--- src/rtl/pcw_params.svh ---
`ifndef PCW_PARAMS_SVH
`define PCW_PARAMS_SVH
// register word indices, byte address = index * 4
`define PCW_IDX_ICR 8'h06
`define PCW_IDX_JUST_WIN 8'h11
`define PCW_IDX_HEC_WIN 8'h12
`define PCW_IDX_FULL_WIN 8'h13
`define PCW_IDX_IDLE_WIN 8'h14
`define PCW_IDX_VALID_WIN 8'h15
`define PCW_IDX_PTR1 8'h19
`define PCW_IDX_PTR2 8'h1A
`define PCW_IDX_SAMPLE 8'h1B
`define PCW_IDX_CLR1 8'h1C
`define PCW_IDX_CLR2 8'h1D
`define PCW_IDX_OVF1 8'h20
`define PCW_IDX_OVF2 8'h21
// field positions
`define PCW_BIT_JUST 0
`define PCW_BIT_VALID 0
`define PCW_BIT_IDLE 2
`define PCW_BIT_FULL 4
`define PCW_BIT_HEC 6
`define PCW_CLR_HEC 3
`define PCW_CLR_FULL 2
`define PCW_CLR_IDLE 1
`define PCW_CLR_VALID 0
`define PCW_BIT_PCO 0
`define PCW_BIT_SMP 0
// reset values
`define PCW_PTR_RESET 8'h00
`define PCW_CTRL_RESET 8'h00
`endif

--- src/rtl/pcw_pkg.sv ---
package pcw_pkg;
    // live counter set: index 0 is justification, 1..4 the cell counters
    typedef enum logic [2:0] {
        PCW_JUST,
        PCW_HEC,
        PCW_FULL,
        PCW_IDLE,
        PCW_VALID
    } pcw_ctr_t;
    typedef struct packed {
        logic [19:0] live;
        logic [19:0] load;
        logic ovf;
    } pcw_ctr_state_t;
endpackage : pcw_pkg

--- src/rtl/pcw_ctr_if.sv ---
`timescale 1ns/10ps
// control and results shared between the top and one counter slice
interface pcw_ctr_if;
    logic event_in;
    logic sample;
    logic clear;
    logic [19:0] load;
    logic ovf_pulse;
    modport ctr (input event_in, sample, clear, output load, ovf_pulse);
    modport top (output event_in, sample, clear, input load, ovf_pulse);
endinterface : pcw_ctr_if

--- src/rtl/pcw_counter.sv ---
`timescale 1ns/10ps
module pcw_counter
    import pcw_pkg::*;
#(
    parameter int WIDTH = 20
) (
    input wire logic pclk,
    input wire logic presetn,
    pcw_ctr_if.ctr c
);
    typedef struct packed {
        logic [WIDTH-1:0] live;
        logic [WIDTH-1:0] load;
        logic ovf_pulse;
    } pcw_cnt_st_t;
    pcw_cnt_st_t st;
    pcw_cnt_st_t next_st;
    localparam logic [WIDTH-1:0] ALL_ONES = '1;

    // snapshot and clear in one edge so an event lands in one interval
    always_comb begin
        next_st = st;
        next_st.ovf_pulse = 1'b0;
        if (c.sample) begin
            next_st.load = st.live;
            next_st.live = {{(WIDTH-1){1'b0}}, c.event_in};
        end else if (c.clear) begin
            next_st.live = '0;
        end else if (c.event_in) begin
            next_st.live = st.live + 1'b1; // wraps, never sticks
            if (st.live + 1'b1 == ALL_ONES) begin
                next_st.ovf_pulse = 1'b1; // reached all ones
            end
        end
    end

    always_ff @(posedge pclk or negedge presetn) begin
        if (!presetn) begin
            st <= '0;
        end else begin
            st <= next_st;
        end
    end

    assign c.load = 20'(st.load);
    assign c.ovf_pulse = st.ovf_pulse;
endmodule : pcw_counter

--- src/rtl/pcw_top.sv ---
// Function
// - 12-bit justification value read as two bytes
// - justification pointer toggles per window read
// - sample copies live counters into load
// - load holds until next sample
// - sampling clears live counter
// - clear bit zeroes justification counter
// - justification overflow sets flag and irq
// - counters keep counting after overflow
// - header error value read in three bytes
// - two-bit pointer walks 00,01,10,00
// - count cells dropped on header error
// - clear bit zeroes header error counter
// - header error overflow sets flag, irq
// - count cells dropped on fifo full
// - fifo full clear and overflow flag
// - count idle cells, own window
// - idle clear and overflow flag
// - count cells passed to atm layer
// - valid cell pointer and clear bit
// - pointer register one layout and reset
// - third read gives bits 19..16
// - sample bit self-clears
// - clear bits self-clear, loads untouched
`timescale 1ns/10ps
`include "pcw_params.svh"
module pcw_top
    import pcw_pkg::*;
(
    input wire logic pclk,
    input wire logic presetn,
    input wire logic psel,
    input wire logic penable,
    input wire logic pwrite,
    input wire logic [9:0] paddr,
    input wire logic [31:0] pwdata,
    output logic [31:0] prdata,
    output logic pready,
    output logic pslverr,
    input wire logic just_event,
    input wire logic hec_drop_event,
    input wire logic fifo_full_event,
    input wire logic idle_cell_event,
    input wire logic valid_cell_event,
    output logic irq
);
    localparam int NCTR = 5;

    // all top state in one struct
    typedef struct packed {
        logic [31:0] prdata;
        logic pready;
        logic pslverr;
        logic irq;
        logic [7:0] ptr1;
        logic [7:0] ptr2;
        logic sample;
        logic [3:0] clr2;
        logic clr_just;
        logic [7:0] ovf1;
        logic [7:0] ovf2;
        logic counter_overflow_irq;
        logic [4:0] ev_s1;
        logic [4:0] ev_s2;
    } pcw_top_st_t;
    pcw_top_st_t st;
    pcw_top_st_t next_st;

    logic [4:0] ev_raw;
    logic [4:0] ovf_hit;
    logic [19:0] load_val [NCTR];
    logic [4:0] clr_vec;

    assign ev_raw = {valid_cell_event, idle_cell_event, fifo_full_event,
                     hec_drop_event, just_event};
    assign clr_vec = {st.clr2[`PCW_CLR_VALID], st.clr2[`PCW_CLR_IDLE],
                      st.clr2[`PCW_CLR_FULL], st.clr2[`PCW_CLR_HEC],
                      st.clr_just};

    // one counter slice per statistic; event inputs come from pins
    // so they pass the two-flop synchroniser first
    pcw_ctr_if cif [NCTR] ();
    generate
        for (genvar g = 0; g < NCTR; g++) begin : g_ctr
            assign cif[g].event_in = st.ev_s2[g];
            assign cif[g].sample = st.sample;
            assign cif[g].clear = clr_vec[g];
            assign load_val[g] = cif[g].load;
            assign ovf_hit[g] = cif[g].ovf_pulse;
            pcw_counter #(.WIDTH(g == 0 ? 12 : 20)) u_ctr (
                .pclk(pclk),
                .presetn(presetn),
                .c(cif[g])
            );
        end
    endgenerate

    // byte of a 20-bit load chosen by a two-bit pointer
    function automatic logic [7:0] pick3(input logic [19:0] v,
                                         input logic [1:0] p);
        logic [7:0] r;
        r = 8'h00;
        unique case (p)
            2'b00: r = v[7:0];
            2'b01: r = v[15:8];
            2'b10: r = {4'h0, v[19:16]};
            default: r = 8'h00;
        endcase
        return r;
    endfunction : pick3

    // pointer step 00 -> 01 -> 10 -> 00; 11 written by software wraps
    function automatic logic [1:0] step3(input logic [1:0] p);
        return (p == 2'b10 || p == 2'b11) ? 2'b00 : p + 2'b01;
    endfunction : step3

    logic setup;
    logic [7:0] idx;
    assign setup = psel && !penable;
    assign idx = paddr[9:2];

    always_comb begin
        next_st = st;
        // first flop feeds only the second
        next_st.ev_s1 = ev_raw;
        next_st.ev_s2 = st.ev_s1;
        // command bits live one cycle then drop by themselves
        next_st.sample = 1'b0;
        next_st.clr2 = 4'h0;
        next_st.clr_just = 1'b0;
        next_st.pready = 1'b0;
        // sticky overflow causes; set wins over any clear
        if (ovf_hit[PCW_JUST]) next_st.ovf1[`PCW_BIT_JUST] = 1'b1;
        next_st.ovf2[`PCW_CLR_HEC] = st.ovf2[`PCW_CLR_HEC]
            | ovf_hit[PCW_HEC];
        next_st.ovf2[`PCW_CLR_FULL] = st.ovf2[`PCW_CLR_FULL]
            | ovf_hit[PCW_FULL];
        next_st.ovf2[`PCW_CLR_IDLE] = st.ovf2[`PCW_CLR_IDLE]
            | ovf_hit[PCW_IDLE];
        next_st.ovf2[`PCW_CLR_VALID] = st.ovf2[`PCW_CLR_VALID]
            | ovf_hit[PCW_VALID];
        if (|ovf_hit) begin
            next_st.counter_overflow_irq = 1'b1;
        end
        // apb: answer in the access cycle, one wait-free beat
        if (setup) begin
            next_st.pready = 1'b1;
            next_st.pslverr = 1'b0;
            next_st.prdata = 32'h0000_0000;
            if (pwrite) begin
                unique case (idx)
                    `PCW_IDX_PTR1: next_st.ptr1 = pwdata[7:0];
                    `PCW_IDX_PTR2: next_st.ptr2 = pwdata[7:0];
                    `PCW_IDX_SAMPLE:
                        next_st.sample = pwdata[`PCW_BIT_SMP];
                    `PCW_IDX_CLR1:
                        next_st.clr_just = pwdata[`PCW_BIT_JUST];
                    `PCW_IDX_CLR2:
                        next_st.clr2 = pwdata[3:0];
                    `PCW_IDX_JUST_WIN, `PCW_IDX_HEC_WIN, `PCW_IDX_FULL_WIN,
                    `PCW_IDX_IDLE_WIN, `PCW_IDX_VALID_WIN, `PCW_IDX_OVF1,
                    `PCW_IDX_OVF2, `PCW_IDX_ICR: ;
                    default: next_st.pslverr = 1'b1;
                endcase
            end else begin
                unique case (idx)
                    `PCW_IDX_JUST_WIN: begin
                        // low byte then low nibble of top
                        next_st.prdata[7:0] = st.ptr1[`PCW_BIT_JUST]
                            ? {4'h0, load_val[PCW_JUST][11:8]}
                            : load_val[PCW_JUST][7:0];
                        next_st.ptr1[`PCW_BIT_JUST] =
                            ~st.ptr1[`PCW_BIT_JUST];
                    end
                    `PCW_IDX_HEC_WIN: begin
                        next_st.prdata[7:0] = pick3(load_val[PCW_HEC],
                            st.ptr2[`PCW_BIT_HEC +: 2]);
                        next_st.ptr2[`PCW_BIT_HEC +: 2] =
                            step3(st.ptr2[`PCW_BIT_HEC +: 2]);
                    end
                    `PCW_IDX_FULL_WIN: begin
                        next_st.prdata[7:0] = pick3(load_val[PCW_FULL],
                            st.ptr2[`PCW_BIT_FULL +: 2]);
                        next_st.ptr2[`PCW_BIT_FULL +: 2] =
                            step3(st.ptr2[`PCW_BIT_FULL +: 2]);
                    end
                    `PCW_IDX_IDLE_WIN: begin
                        next_st.prdata[7:0] = pick3(load_val[PCW_IDLE],
                            st.ptr2[`PCW_BIT_IDLE +: 2]);
                        next_st.ptr2[`PCW_BIT_IDLE +: 2] =
                            step3(st.ptr2[`PCW_BIT_IDLE +: 2]);
                    end
                    `PCW_IDX_VALID_WIN: begin
                        next_st.prdata[7:0] = pick3(load_val[PCW_VALID],
                            st.ptr2[`PCW_BIT_VALID +: 2]);
                        next_st.ptr2[`PCW_BIT_VALID +: 2] =
                            step3(st.ptr2[`PCW_BIT_VALID +: 2]);
                    end
                    `PCW_IDX_PTR1: next_st.prdata[7:0] = st.ptr1;
                    `PCW_IDX_PTR2: next_st.prdata[7:0] = st.ptr2;
                    // command bits always read back zero once done
                    `PCW_IDX_SAMPLE, `PCW_IDX_CLR1, `PCW_IDX_CLR2: ;
                    `PCW_IDX_OVF1: begin
                        next_st.prdata[7:0] = st.ovf1;
                        next_st.ovf1 = 8'h00;
                        // a hit this same cycle survives the clear
                        if (ovf_hit[PCW_JUST]) begin
                            next_st.ovf1[`PCW_BIT_JUST] = 1'b1;
                        end
                    end
                    `PCW_IDX_OVF2: begin
                        next_st.prdata[7:0] = st.ovf2;
                        // read clears; a hit this cycle keeps its own bit
                        next_st.ovf2 = 8'h00;
                        next_st.ovf2[`PCW_CLR_HEC] = ovf_hit[PCW_HEC];
                        next_st.ovf2[`PCW_CLR_FULL] = ovf_hit[PCW_FULL];
                        next_st.ovf2[`PCW_CLR_IDLE] = ovf_hit[PCW_IDLE];
                        next_st.ovf2[`PCW_CLR_VALID] = ovf_hit[PCW_VALID];
                    end
                    `PCW_IDX_ICR: begin
                        next_st.prdata[`PCW_BIT_PCO] = st.counter_overflow_irq;
                        next_st.counter_overflow_irq = |ovf_hit; // read clears, set wins
                    end
                    default: next_st.pslverr = 1'b1;
                endcase
            end
        end
        next_st.irq = next_st.counter_overflow_irq;
    end

    always_ff @(posedge pclk or negedge presetn) begin
        if (!presetn) begin
            st <= '0; // pointers and controls reset to 00H
        end else begin
            st <= next_st;
        end
    end

    assign prdata = st.prdata;
    assign pready = st.pready;
    assign pslverr = st.pslverr;
    assign irq = st.irq;
endmodule : pcw_top

--- config.mk ---
export PLATFORM = sky130hd
export DESIGN_NAME = pcw_top
export DESIGN_NICKNAME = d
export VERILOG_FILES = /design/src/rtl/pcw_pkg.sv /design/src/rtl/pcw_ctr_if.sv /design/src/rtl/pcw_counter.sv /design/src/rtl/pcw_top.sv
export VERILOG_INCLUDE_DIRS = /design/src /design/src/rtl
export SDC_FILE = /design/constraint.sdc
export NUM_CORES = 1
export LEC_CHECK = 0
export ABC_AREA = 1
export ABC_CLOCK_PERIOD_IN_PS = 1650
export BUFFER_PORTS_ARGS = -buffer_cell sky130_fd_sc_hd__buf_4
export CAP_MARGIN = 20
export CORE_UTILIZATION = 43
export DETAILED_ROUTE_END_ITERATION = 10
export PLACE_DENSITY = 0.59
export SYNTH_ARGS = -nofsm -noshare
export SYNTH_HDL_FRONTEND = slang
export SYNTH_SLANG_ARGS = --single-unit
--- constraint.sdc ---
create_clock -name pclk -period 1.65 [get_ports pclk]
set_input_delay 0.33 -clock pclk [delete_from_list [all_inputs] [get_ports pclk]]
set_output_delay 0.33 -clock pclk [all_outputs]
set_load 0.02 [all_outputs]
# Word level (Yosys, flattened, before mapping)
# Index checks and enable logic that the tools add are counted.
dict set report word_totals {
  elab_cells 175
  in_bits 52
  reg_bits 237
  output_inout_bits 35
}
dict set report classes {
  reduce_logical 28
  n_mux 69
  n_eq_ne 32
  add_sub_neg 9
  n_bitwise 5
}
# op count
set op_table {}
lappend op_table {{20-bit 2-to-1 mux} 12}
lappend op_table {{8-bit one-hot mux with 3 select lines} 4}
lappend op_table {{20-bit by 1-bit adder with 20-bit output (second input constant)} 4}
lappend op_table {{20-bit == test (second input constant)} 4}
lappend op_table {{8-bit by 5-bit == test with 1-bit output (second input constant)} 10}
lappend op_table {{7-bit one-hot mux with 8 select lines} 1}
lappend op_table {{12-bit 2-to-1 mux} 3}
lappend op_table {{1-bit 2-to-1 mux} 30}
lappend op_table {{8-bit 2-to-1 mux} 3}
lappend op_table {{23-bit 2-to-1 mux} 1}
lappend op_table {{2-bit 2-to-1 mux} 9}
lappend op_table {{3-bit AND reduction} 6}
lappend op_table {{2-bit == test (second input constant)} 8}
lappend op_table {{8-bit by 6-bit == test with 1-bit output (second input constant)} 2}
lappend op_table {{3-bit nonzero test} 5}
lappend op_table {{13-bit OR reduction} 1}
lappend op_table {{12-bit by 1-bit adder with 12-bit output (second input constant)} 1}
lappend op_table {{12-bit == test (second input constant)} 1}
lappend op_table {{10-bit 2-to-1 mux} 1}
lappend op_table {{1-bit one-hot mux with 10 select lines} 1}
lappend op_table {{2-bit nonzero test} 5}
lappend op_table {{9-bit 2-to-1 mux} 1}
lappend op_table {{2-bit by 1-bit adder with 2-bit output (second input constant)} 4}
lappend op_table {{2-bit by 1-bit == test with 1-bit output (second input constant)} 4}
lappend op_table {{other kinds (11)} 22}

# Depth between registers and ports, before layout
# Gate-level depths: netlist (run 1).
dict set report depth {
  word_depth 6
  depth_mapped 12
  depth_no_buf 12
}

# By module
# From an unflattened synthesis (run 1), not the netlist that was laid out.
dict set report unflattened {
  hier_cells 1843
  area_unflattened_um2 13728.2
}
# mod instances seq_area_each_um2 area_per_inst_um2 cells_each
set modules_own_cells {}
lappend modules_own_cells {{pcw_counter (g_ctr[1].u_ctr ...)} 4 1026.0 2224.6 285}
lappend modules_own_cells {pcw_top 1 1201.2 3442.1 529}
lappend modules_own_cells {{pcw_counter (g_ctr[0].u_ctr)} 1 625.6 1387.6 174}

# Worst setup path after synthesis (run 1)
# Ideal clock, no wire load.
dict set report synth_path {
  path_type {flip-flop to flip-flop}
  startpoint {register g_ctr[2].u_ctr.st[22] (netlist bit)}
  endpoint {register g_ctr[2].u_ctr.st (netlist bit g_ctr[2].u_ctr.c.ovf_pulse)}
  path_slack_ns 0.192
  path_stages_with_launch 11
  period_less_slack_ns 1.458
  path_buffers 0
  arrival_ns 1.386
  cell_sequence {dfrtp_1 ha_1 nand2_1 nor2_2 nand2_2 nor2_2 nand2_1 xor2_1 nor2_1 nand2_1 nor2_1}
}
# item line_no
set synth_lines {}
lappend synth_lines {{from (decl)} pcw_counter.sv:16} ;# pcw_cnt_st_t st;
lappend synth_lines {{from (signal assigned)} pcw_counter.sv:41} ;# st <= next_st;

==> run summary, run 1 <==
The minimum clock period is 1.67 ns, and the total leakage power is 6.98 nW. The detail-routed via count per cell was 5.03; the maximum single-stage delay on the critical path was 0.42 ns. The flow ran to the end, but the final reports show violations. Synthesis instantiated 42 different standard cells from the library. sky130_fd_sc_hd__dfrtp_1 takes more of the synthesized area than any other cell. The number of antenna violations at the first check in global routing came out at 0. The most used flip-flop cell after synthesis is sky130_fd_sc_hd__dfrtp_1. The number of core rows came out at 62. The number of hold violations in the final report was 0. For the number of nets at the end of the flow, the log shows 1860. From synthesis to final layout, the design area changed by 19.7%. The logs give 1 for the H-tree depth and 237 for the TritonCTS sink count.

The combinational family with the most area after synthesis is simple AND/OR/NAND/NOR gates. By area the synthesized netlist is led by sky130_fd_sc_hd__dfrtp_1 (47%), sky130_fd_sc_hd__nand2_1 (16%), sky130_fd_sc_hd__o21ai_0 (7.8%). By count the netlist is led by sky130_fd_sc_hd__nand2_1 (528), sky130_fd_sc_hd__dfrtp_1 (237), sky130_fd_sc_hd__inv_1 (203).

Setup repair after global routing could not meet its margin everywhere. The logs give 0.225 for the global-route total usage across every layer and 11100 for the total via count in the routed design. Counting stages on the worst path, the most repeated cell is sky130_fd_sc_hd__nand2_1. The logs give 1684 for the synthesized instance count and 0 for the total of max-cap violations. The tools report the setup-violating endpoint count in the final report as 1. The XOR/XNOR share of the synthesized area was 0.0222; the total clock buffers created by CTS was 28. Routability-driven placement finished with a final weighted congestion of 0.921. The critical path goes through buf_4, nand3_2, inv_1, nand2_1, nor2_1, nand2_1, nand2_1, nand2_1, nor2_1, nand3_1, nor2_2. Sort of element at the start of the critical path: a flip-flop. STA puts the critical path data required time at 2.11 ns. The tools report the library cell used as clock root buffer as sky130_fd_sc_hd__clkbuf_16. The number of pins exceeding their max-slew limit in the final report is 0. The tools report the maximum buffer depth of the clock tree as 3. The number of global-route vias before repair is 10500.

TritonCTS built the clock tree. The run gives 80 as the largest net degree at the start of global routing. Summed over all layers, the routed wires come to 33300 um. The element type at the critical path end is a flip-flop. The proportion of synthesized flip-flops having asynchronous set or reset is 1.00. The first-pass detailed-route iteration total is 7, and the portion of the clock cycle consumed by the worst path in the final layout is 1.01. In this run the power density over the cells is 983 nW/um2.

At the later pin of the worst-skew pair, clock insertion delay measures 0.54 ns. A synthesized cell averages 7.50 um2. Data on the critical path arrives at its endpoint at 2.13 ns. The number of enable-type register cells in the synthesized netlist was 0.

Maximum net fanout on the critical path: 4. Fraction of the mapped netlist area in simple logic gates: 0.281. The setup path with the least slack is of type reg -> reg. In this run the remaining antenna-violating nets after routing total 0. The register area share after synthesis came out at 0.470. The total power consumption of the routed design was 14.9 mW. Counting both buffers and inverters, the worst setup path holds a total of 2. The achievable frequency came out at 0.599 GHz. The checks that failed: setup timing.

The worst hold path belongs to the class in -> reg. In the final routed layout, each cell accounts on average for 15.1 um. The quantity of I/O buffers inserted on ports is 36, and the global-route wire length before repair is 54700 um. The final clock skew was 0.0131 ns; the detailed placer's ending HPWL was 24300 um. The logs give 30000 um2 for the full die area and 0.439 for the effective utilization at floorplan. The post-synthesis register bit count is 237, and the clock-pin slew on the worst setup and hold paths is 0.06 ns.

The mapped netlist covers 12600 um2. The core footprint was 28800 um2; the multiplexer share of the synthesized area was 0.00297. Hold timing on the final database bottoms out at a slack of 0.0609 ns. The first routing iteration left 833 violations. For this run the aggregate overflow at the end of global routing stands at 0.

IR analysis of the VDD net gives a maximum drop of 0.718 mV. For this run, design rule violations remaining after detail routing come to 0. Setup total negative slack on the finished layout was measured at -0.0183 ns. Standard cell with the maximum stage delay on the critical path: sky130_fd_sc_hd__dfrtp_1. The number of antenna diodes in the final layout is 0. For this design the top-level I/O count stands at 87. The width of the die was 173 um. OpenSTA, run right after detailed placement, puts the worst setup slack at -0.0768 ns.

The fraction of the mapped netlist area in compound gates is 0.117, and the layout cell share with drive strength beyond 1 is 0.146. Among all cell types in the netlist, the one instantiated most often is sky130_fd_sc_hd__nand2_1. The adder and majority cell fraction of the synthesized area is 0.00991, and the die boundary height is 173 um.

For this run, the number of Yosys warnings is 0. The area share of the largest cell type after synthesis is 0.470. In this design, the largest share of critical-path delay is due to simple AND/OR/NAND/NOR gates. The final worst setup slack is -0.0183 ns.
-- cell type report --
class | instances | area, um2
flip-flops and latches | 237 | 5940
multi-input cells | 1188 | 5770
clock buffers | 42 | 815
well taps | 384 | 480
repair buffers | 132 | 1150
clock inverters | 8 | 146
fillers | 2751 | 13700
inverters | 211 | 807
-- placed cells by master, fill, tap and decap left out, types with 3 or more instances in the layout --
master and count:
sky130_fd_sc_hd__nand2_4 3, sky130_fd_sc_hd__nand3_2 5, sky130_fd_sc_hd__nand2_1 520, sky130_fd_sc_hd__xor2_1 30, sky130_fd_sc_hd__conb_1 24, sky130_fd_sc_hd__nor2_2 24, sky130_fd_sc_hd__inv_2 7, sky130_fd_sc_hd__o21ai_1 7
sky130_fd_sc_hd__clkinv_2 3, sky130_fd_sc_hd__dfrtp_1 227, sky130_fd_sc_hd__dfrtp_2 10, sky130_fd_sc_hd__clkbuf_8 4, sky130_fd_sc_hd__bufinv_16 4, sky130_fd_sc_hd__nor3_1 13, sky130_fd_sc_hd__inv_4 4, sky130_fd_sc_hd__nand3_1 88
sky130_fd_sc_hd__a21oi_1 12, sky130_fd_sc_hd__nand4_1 31, sky130_fd_sc_hd__buf_6 4, sky130_fd_sc_hd__nor2_4 16, sky130_fd_sc_hd__nand3_4 4, sky130_fd_sc_hd__nor2_1 122, sky130_fd_sc_hd__ha_1 6, sky130_fd_sc_hd__o21ai_0 194
sky130_fd_sc_hd__dlygate4sd3_1 6, sky130_fd_sc_hd__clkbuf_16 30, sky130_fd_sc_hd__buf_4 112, sky130_fd_sc_hd__o211ai_1 5, sky130_fd_sc_hd__o21ai_2 3, sky130_fd_sc_hd__buf_12 7, sky130_fd_sc_hd__o22ai_1 49, sky130_fd_sc_hd__nand2_2 10
sky130_fd_sc_hd__clkbuf_1 9, sky130_fd_sc_hd__inv_1 198
-- path summary, 6_finish.rpt --
| kind | start | to | slack, ns | cells past startpoint |
|---|---|---|---|---|
| hold / removal | pwdata[5] | st[46] | 0.06 | 2 |
| hold reg to reg | next_st[0] | cif[0].event_in | 0.35 | 0 |
| min in group asynchronous | presetn | g_ctr[4].u_ctr.st[33] | 0.20 | 2 |
| max in group asynchronous | presetn | g_ctr[2].u_ctr.st[30] | 0.82 | 3 |
| setup reg to reg | g_ctr[3].u_ctr.st[22] | g_ctr[3].u_ctr.c.ovf_pulse | -0.02 | 11 |
| setup / recovery | g_ctr[3].u_ctr.st[22] | g_ctr[3].u_ctr.c.ovf_pulse | -0.02 | 11 |
-- metal layers --
metal / global-route usage / up-vias / wire length, um
li1: - / 5593 / -
met1: 0.332 / 5152 / 16000
met2: 0.352 / 281 / 14900
met3: 0.0241 / 55 / 1660
met4: 0.0601 / 0 / 739
met5: 0 / - / 0
-- worst register-to-register path, delay by kind of cell (launching register included) --
kind	cells	cell delay, ns
AND/OR/NAND/NOR	9	0.90
flip-flops	1	0.42
buffers and inverters	2	0.28
-- power breakdown --
part,switching (mW),internal (mW)
Combinational,1.18,0.758
Sequential,0.362,6.12
Clock,2.43,4.01
Total,3.97,10.9
-- flip-flops by register name, indices dropped and copies added, names as in the netlist --
| name | flops |
|---|---|
| g_ctr.u_ctr.c.load | 92 |
| g_ctr.u_ctr.st | 92 |
| st | 22 |
| prdata | 8 |
| cif.clear | 5 |
| cif.event_in | 5 |
| g_ctr.u_ctr.c.ovf_pulse | 5 |
| next_st | 5 |
| cif.sample | 1 |
| pready | 1 |
| pslverr | 1 |
-- kinds of logic (layout without fill, tap and decap cells) --
logic type / after synthesis / in the layout
mux: 3 / 3
flops: 237 / 237
other cells: 1 / 24
buf+inv: 282 / 393
xor+xnor: 32 / 32
fa+ha+maj: 10 / 10
simple gates: 843 / 843
compound gates: 276 / 276
-- metrics by stage --
stage          utilization  area [um2]  std cells
2_1_floorplan            -       12700       1707
3_3_place_gp         0.477       13700       2136
3_5_place_dp         0.477       13700       2136
4_1_cts              0.515       14800       2194
5_1_grt              0.525       15100       2202
6_report             0.525       15100       2202
-- repair_timing --
action | in CTS | in global routing
endpoints found under the hold margin | 242 | 0
pin swaps | 7 | 19
endpoints found under the setup margin | 17 | 45
gates resized for setup | 15 | 61
setup buffers | 2 | 8
gates cloned | 0 | 1
hold buffers | 6 | 0
Note: power is estimated with default switching activity, not from simulation.
==> inputs of run 2 (changes only) <==
Settings changed: CORE_UTILIZATION 43 to 61, PLACE_DENSITY 0.59 to 0.79, SKIP_CTS_REPAIR_TIMING from default to 1.
==> run summary, run 2 (synthesized netlist as in run 1, its figures left out) <==
The flow ran to the end, but the final reports show violations. The checks that failed: setup timing. The TritonCTS sink count is 237, and the proportion of power drawn by flip-flops and latches is 0.456.

Category of the critical setup timing path: reg -> reg. Entering global routing, the biggest net connects 91 pins. In the final routed layout, each cell accounts on average for 16.2 um.

The non-filler instance count after layout was 2082. After global routing the overflow that remains totals 0. The run gives 14.3 mW as the total power consumption of the routed design.

On the final layout, the worst hold slack is 0.0637 ns. Subtracting the final worst setup slack from the clock period gives 1.70 ns. After detailed routing, the number of vias per cell comes to 5.61. The startpoint of the most critical setup path is g_ctr[2].u_ctr.st[22]. The number of hold violations in the final report was 0. The worst slack after detailed placement is -0.0448 ns. The area used by sequential logic in the layout came out at 5950 um2. Clock tree synthesis inserted a total of 26 buffers.

Setup repair after global routing could not meet its margin everywhere. In this run the power spent charging and discharging nets is 3.97 mW. The tools report the effective utilization at floorplan as 0.624.

The number of pins exceeding their max-slew limit in the final report is 0, and the maximum ir drop on the vdd rail is 0.958 mV. The global-route total usage across every layer is 0.307, and the design area is 14900 um2. The HPWL after detailed placement is 23500 um. Data on the critical path arrives at its endpoint at 2.17 ns. The worst register-to-register path begins at g_ctr[2].u_ctr.st[22]. The logs give 0.665 for the relative max-transition margin and 6.93 nW for the total leakage power.

The layout cell share with drive strength beyond 1 came out at 0.154. In this run the horizontal extent of the chip is 146 um. The number of antenna diodes in the final layout is 0. The switching fraction of total power was 0.278. For the area occupied by multi-input gates, the log shows 5820 um2. After detailed routing, the number of remaining DRC violations is 0. In this run the power density over the cells is 957 nW/um2.

For the number of core rows, the log shows 52. In this run the tool buffered the top-level ports with 36 buffer cells. The portion of the clock cycle consumed by the worst path in the final layout is 1.03. The post-detailed-route count of antenna-violating nets is 0, and the global-route wire length before repair is 52900 um. The most common library cell in the layout ignoring fill and taps was sky130_fd_sc_hd__nand2_1.

The area growth from synthesis to layout is 18.4%. The logs give 21300 um2 for the full die area and 0.935 for the final RePlAce weighted congestion. The die boundary height is 146 um, and the count of filler cells inserted in the layout is 1500. The detailed router placed 11700 vias in this run. The core region is 20200 um2. Type of the most critical hold path: in -> reg. The number of global-route vias before repair is 10800. Leaving out fill and tap cells, the most frequent cells in the layout are sky130_fd_sc_hd__nand2_1 (518), sky130_fd_sc_hd__dfrtp_1 (224), sky130_fd_sc_hd__inv_1 (195), sky130_fd_sc_hd__o21ai_0 (194), sky130_fd_sc_hd__nor2_1 (123). The H-tree depth was 1; the number of nets at the end of the flow was 1855. STA puts the critical path data required time at 2.12 ns.

The run gives 0 as the total of max-cap violations. The maximum net fanout on the critical path is 3, and the first-pass detailed-route iteration total is 7. For this design the top-level I/O count stands at 87.

The number of DRC violations after detailed-routing iteration 0 is 1078, and the setup TNS is -0.0547 ns. The run gives 0.54 ns as the clock latency of the later-clocked register in the worst-skew pair. TritonCTS built the clock tree.

In this run, placement finished with an instance count of 2009. Library cell used as clock root buffer: sky130_fd_sc_hd__clkbuf_16. The worst setup path is captured at a flip-flop. The part of the power in combinational logic is 0.134. Counting along the longest clock path gives a buffer depth of 3. Start point of the worst min-delay path: pwdata[5]. After clock tree synthesis, the clock-pin slew on the worst setup and hold paths is 0.06 ns.

The tools report the final core utilization as 0.739. For the final clock skew, the log shows 0.0213 ns. The final worst setup slack is -0.0547 ns, and the setup-violating endpoint count in the final report is 1. The transition time at the pin with the least slew margin was 0.497 ns. Derived from the worst setup path, the maximum achievable clock frequency is 0.587 GHz.

STA classifies the critical path startpoint as a flip-flop. The part of the power in the clock network came out at 0.410. The placed instance area is 13500 um2. The number of antenna violations at the first check in global routing came out at 0. The total wire length after detailed routing is 33800 um. The internal portion of the total power is 10.3 mW.
## run 2: cell count changes in the layout (fill, tap and decap cells not counted), sizes merged
cell         previous run  this run
buf                   125       120
bufinv                  4         1
clkbuf                 43        42
clkinvlp                2         5
dlygate4sd3             6         7
inv                   209       208
## run 2: layout make-up
class,count,share of cell area
Timing Repair Buffer,129,0.0766
Tap cell,270,0.0226
Clock buffer,40,0.0538
Inverter,211,0.0549
Clock inverter,7,0.00460
Multi-Input combinational cell,1188,0.389
Sequential cell,237,0.398
## run 2: routing by layer
layer | global-route usage | part of all wire | vias to the layer above | routed length, um
met5 | 0 | 0 | - | 0
met4 | 0.0858 | 0.023 | 0 | 788
met3 | 0.0323 | 0.074 | 74 | 2500
met2 | 0.507 | 0.48 | 545 | 16200
met1 | 0.432 | 0.42 | 5482 | 14300
li1 | - | - | 5578 | -
## run 2: final timing paths
check,to,slack [ns],cells after the start
worst min register to register,cif[2].event_in,0.35,0
worst max-delay path,g_ctr[2].u_ctr.c.ovf_pulse,-0.05,10
max in group asynchronous,g_ctr[2].u_ctr.st[23],0.68,3
worst max register to register,g_ctr[2].u_ctr.c.ovf_pulse,-0.05,10
worst min-delay path,st[46],0.06,2
min in group asynchronous,g_ctr[4].u_ctr.st[30],0.32,2
## run 2: power by group through the flow
| stage | clock (mW) | combinational, mW | sequential [mW] |
|---|---|---|---|
| 6_report | 5.87 | 1.92 | 6.52 |
| 5_1_grt | 6.13 | 2.12 | 6.56 |
| 4_1_cts | 5.91 | 1.60 | 6.43 |
| 3_5_place_dp | 0 | 1.59 | 6.54 |
| 3_3_place_gp | 0 | 1.53 | 6.52 |
| 2_1_floorplan | 0 | 1.04 | 6.47 |
## run 2: worst max-delay path, stage by stage, from the launching register on
cell                      delay, ns
sky130_fd_sc_hd__dfrtp_1       0.42
sky130_fd_sc_hd__ha_4          0.19
sky130_fd_sc_hd__buf_6         0.11
sky130_fd_sc_hd__xnor2_2       0.13
sky130_fd_sc_hd__nor2_1        0.16
sky130_fd_sc_hd__nand2_1       0.11
sky130_fd_sc_hd__nor2_1        0.13
sky130_fd_sc_hd__nand2_1       0.06
sky130_fd_sc_hd__nor2_1        0.12
sky130_fd_sc_hd__nand3_2       0.10
sky130_fd_sc_hd__nor2_2        0.11
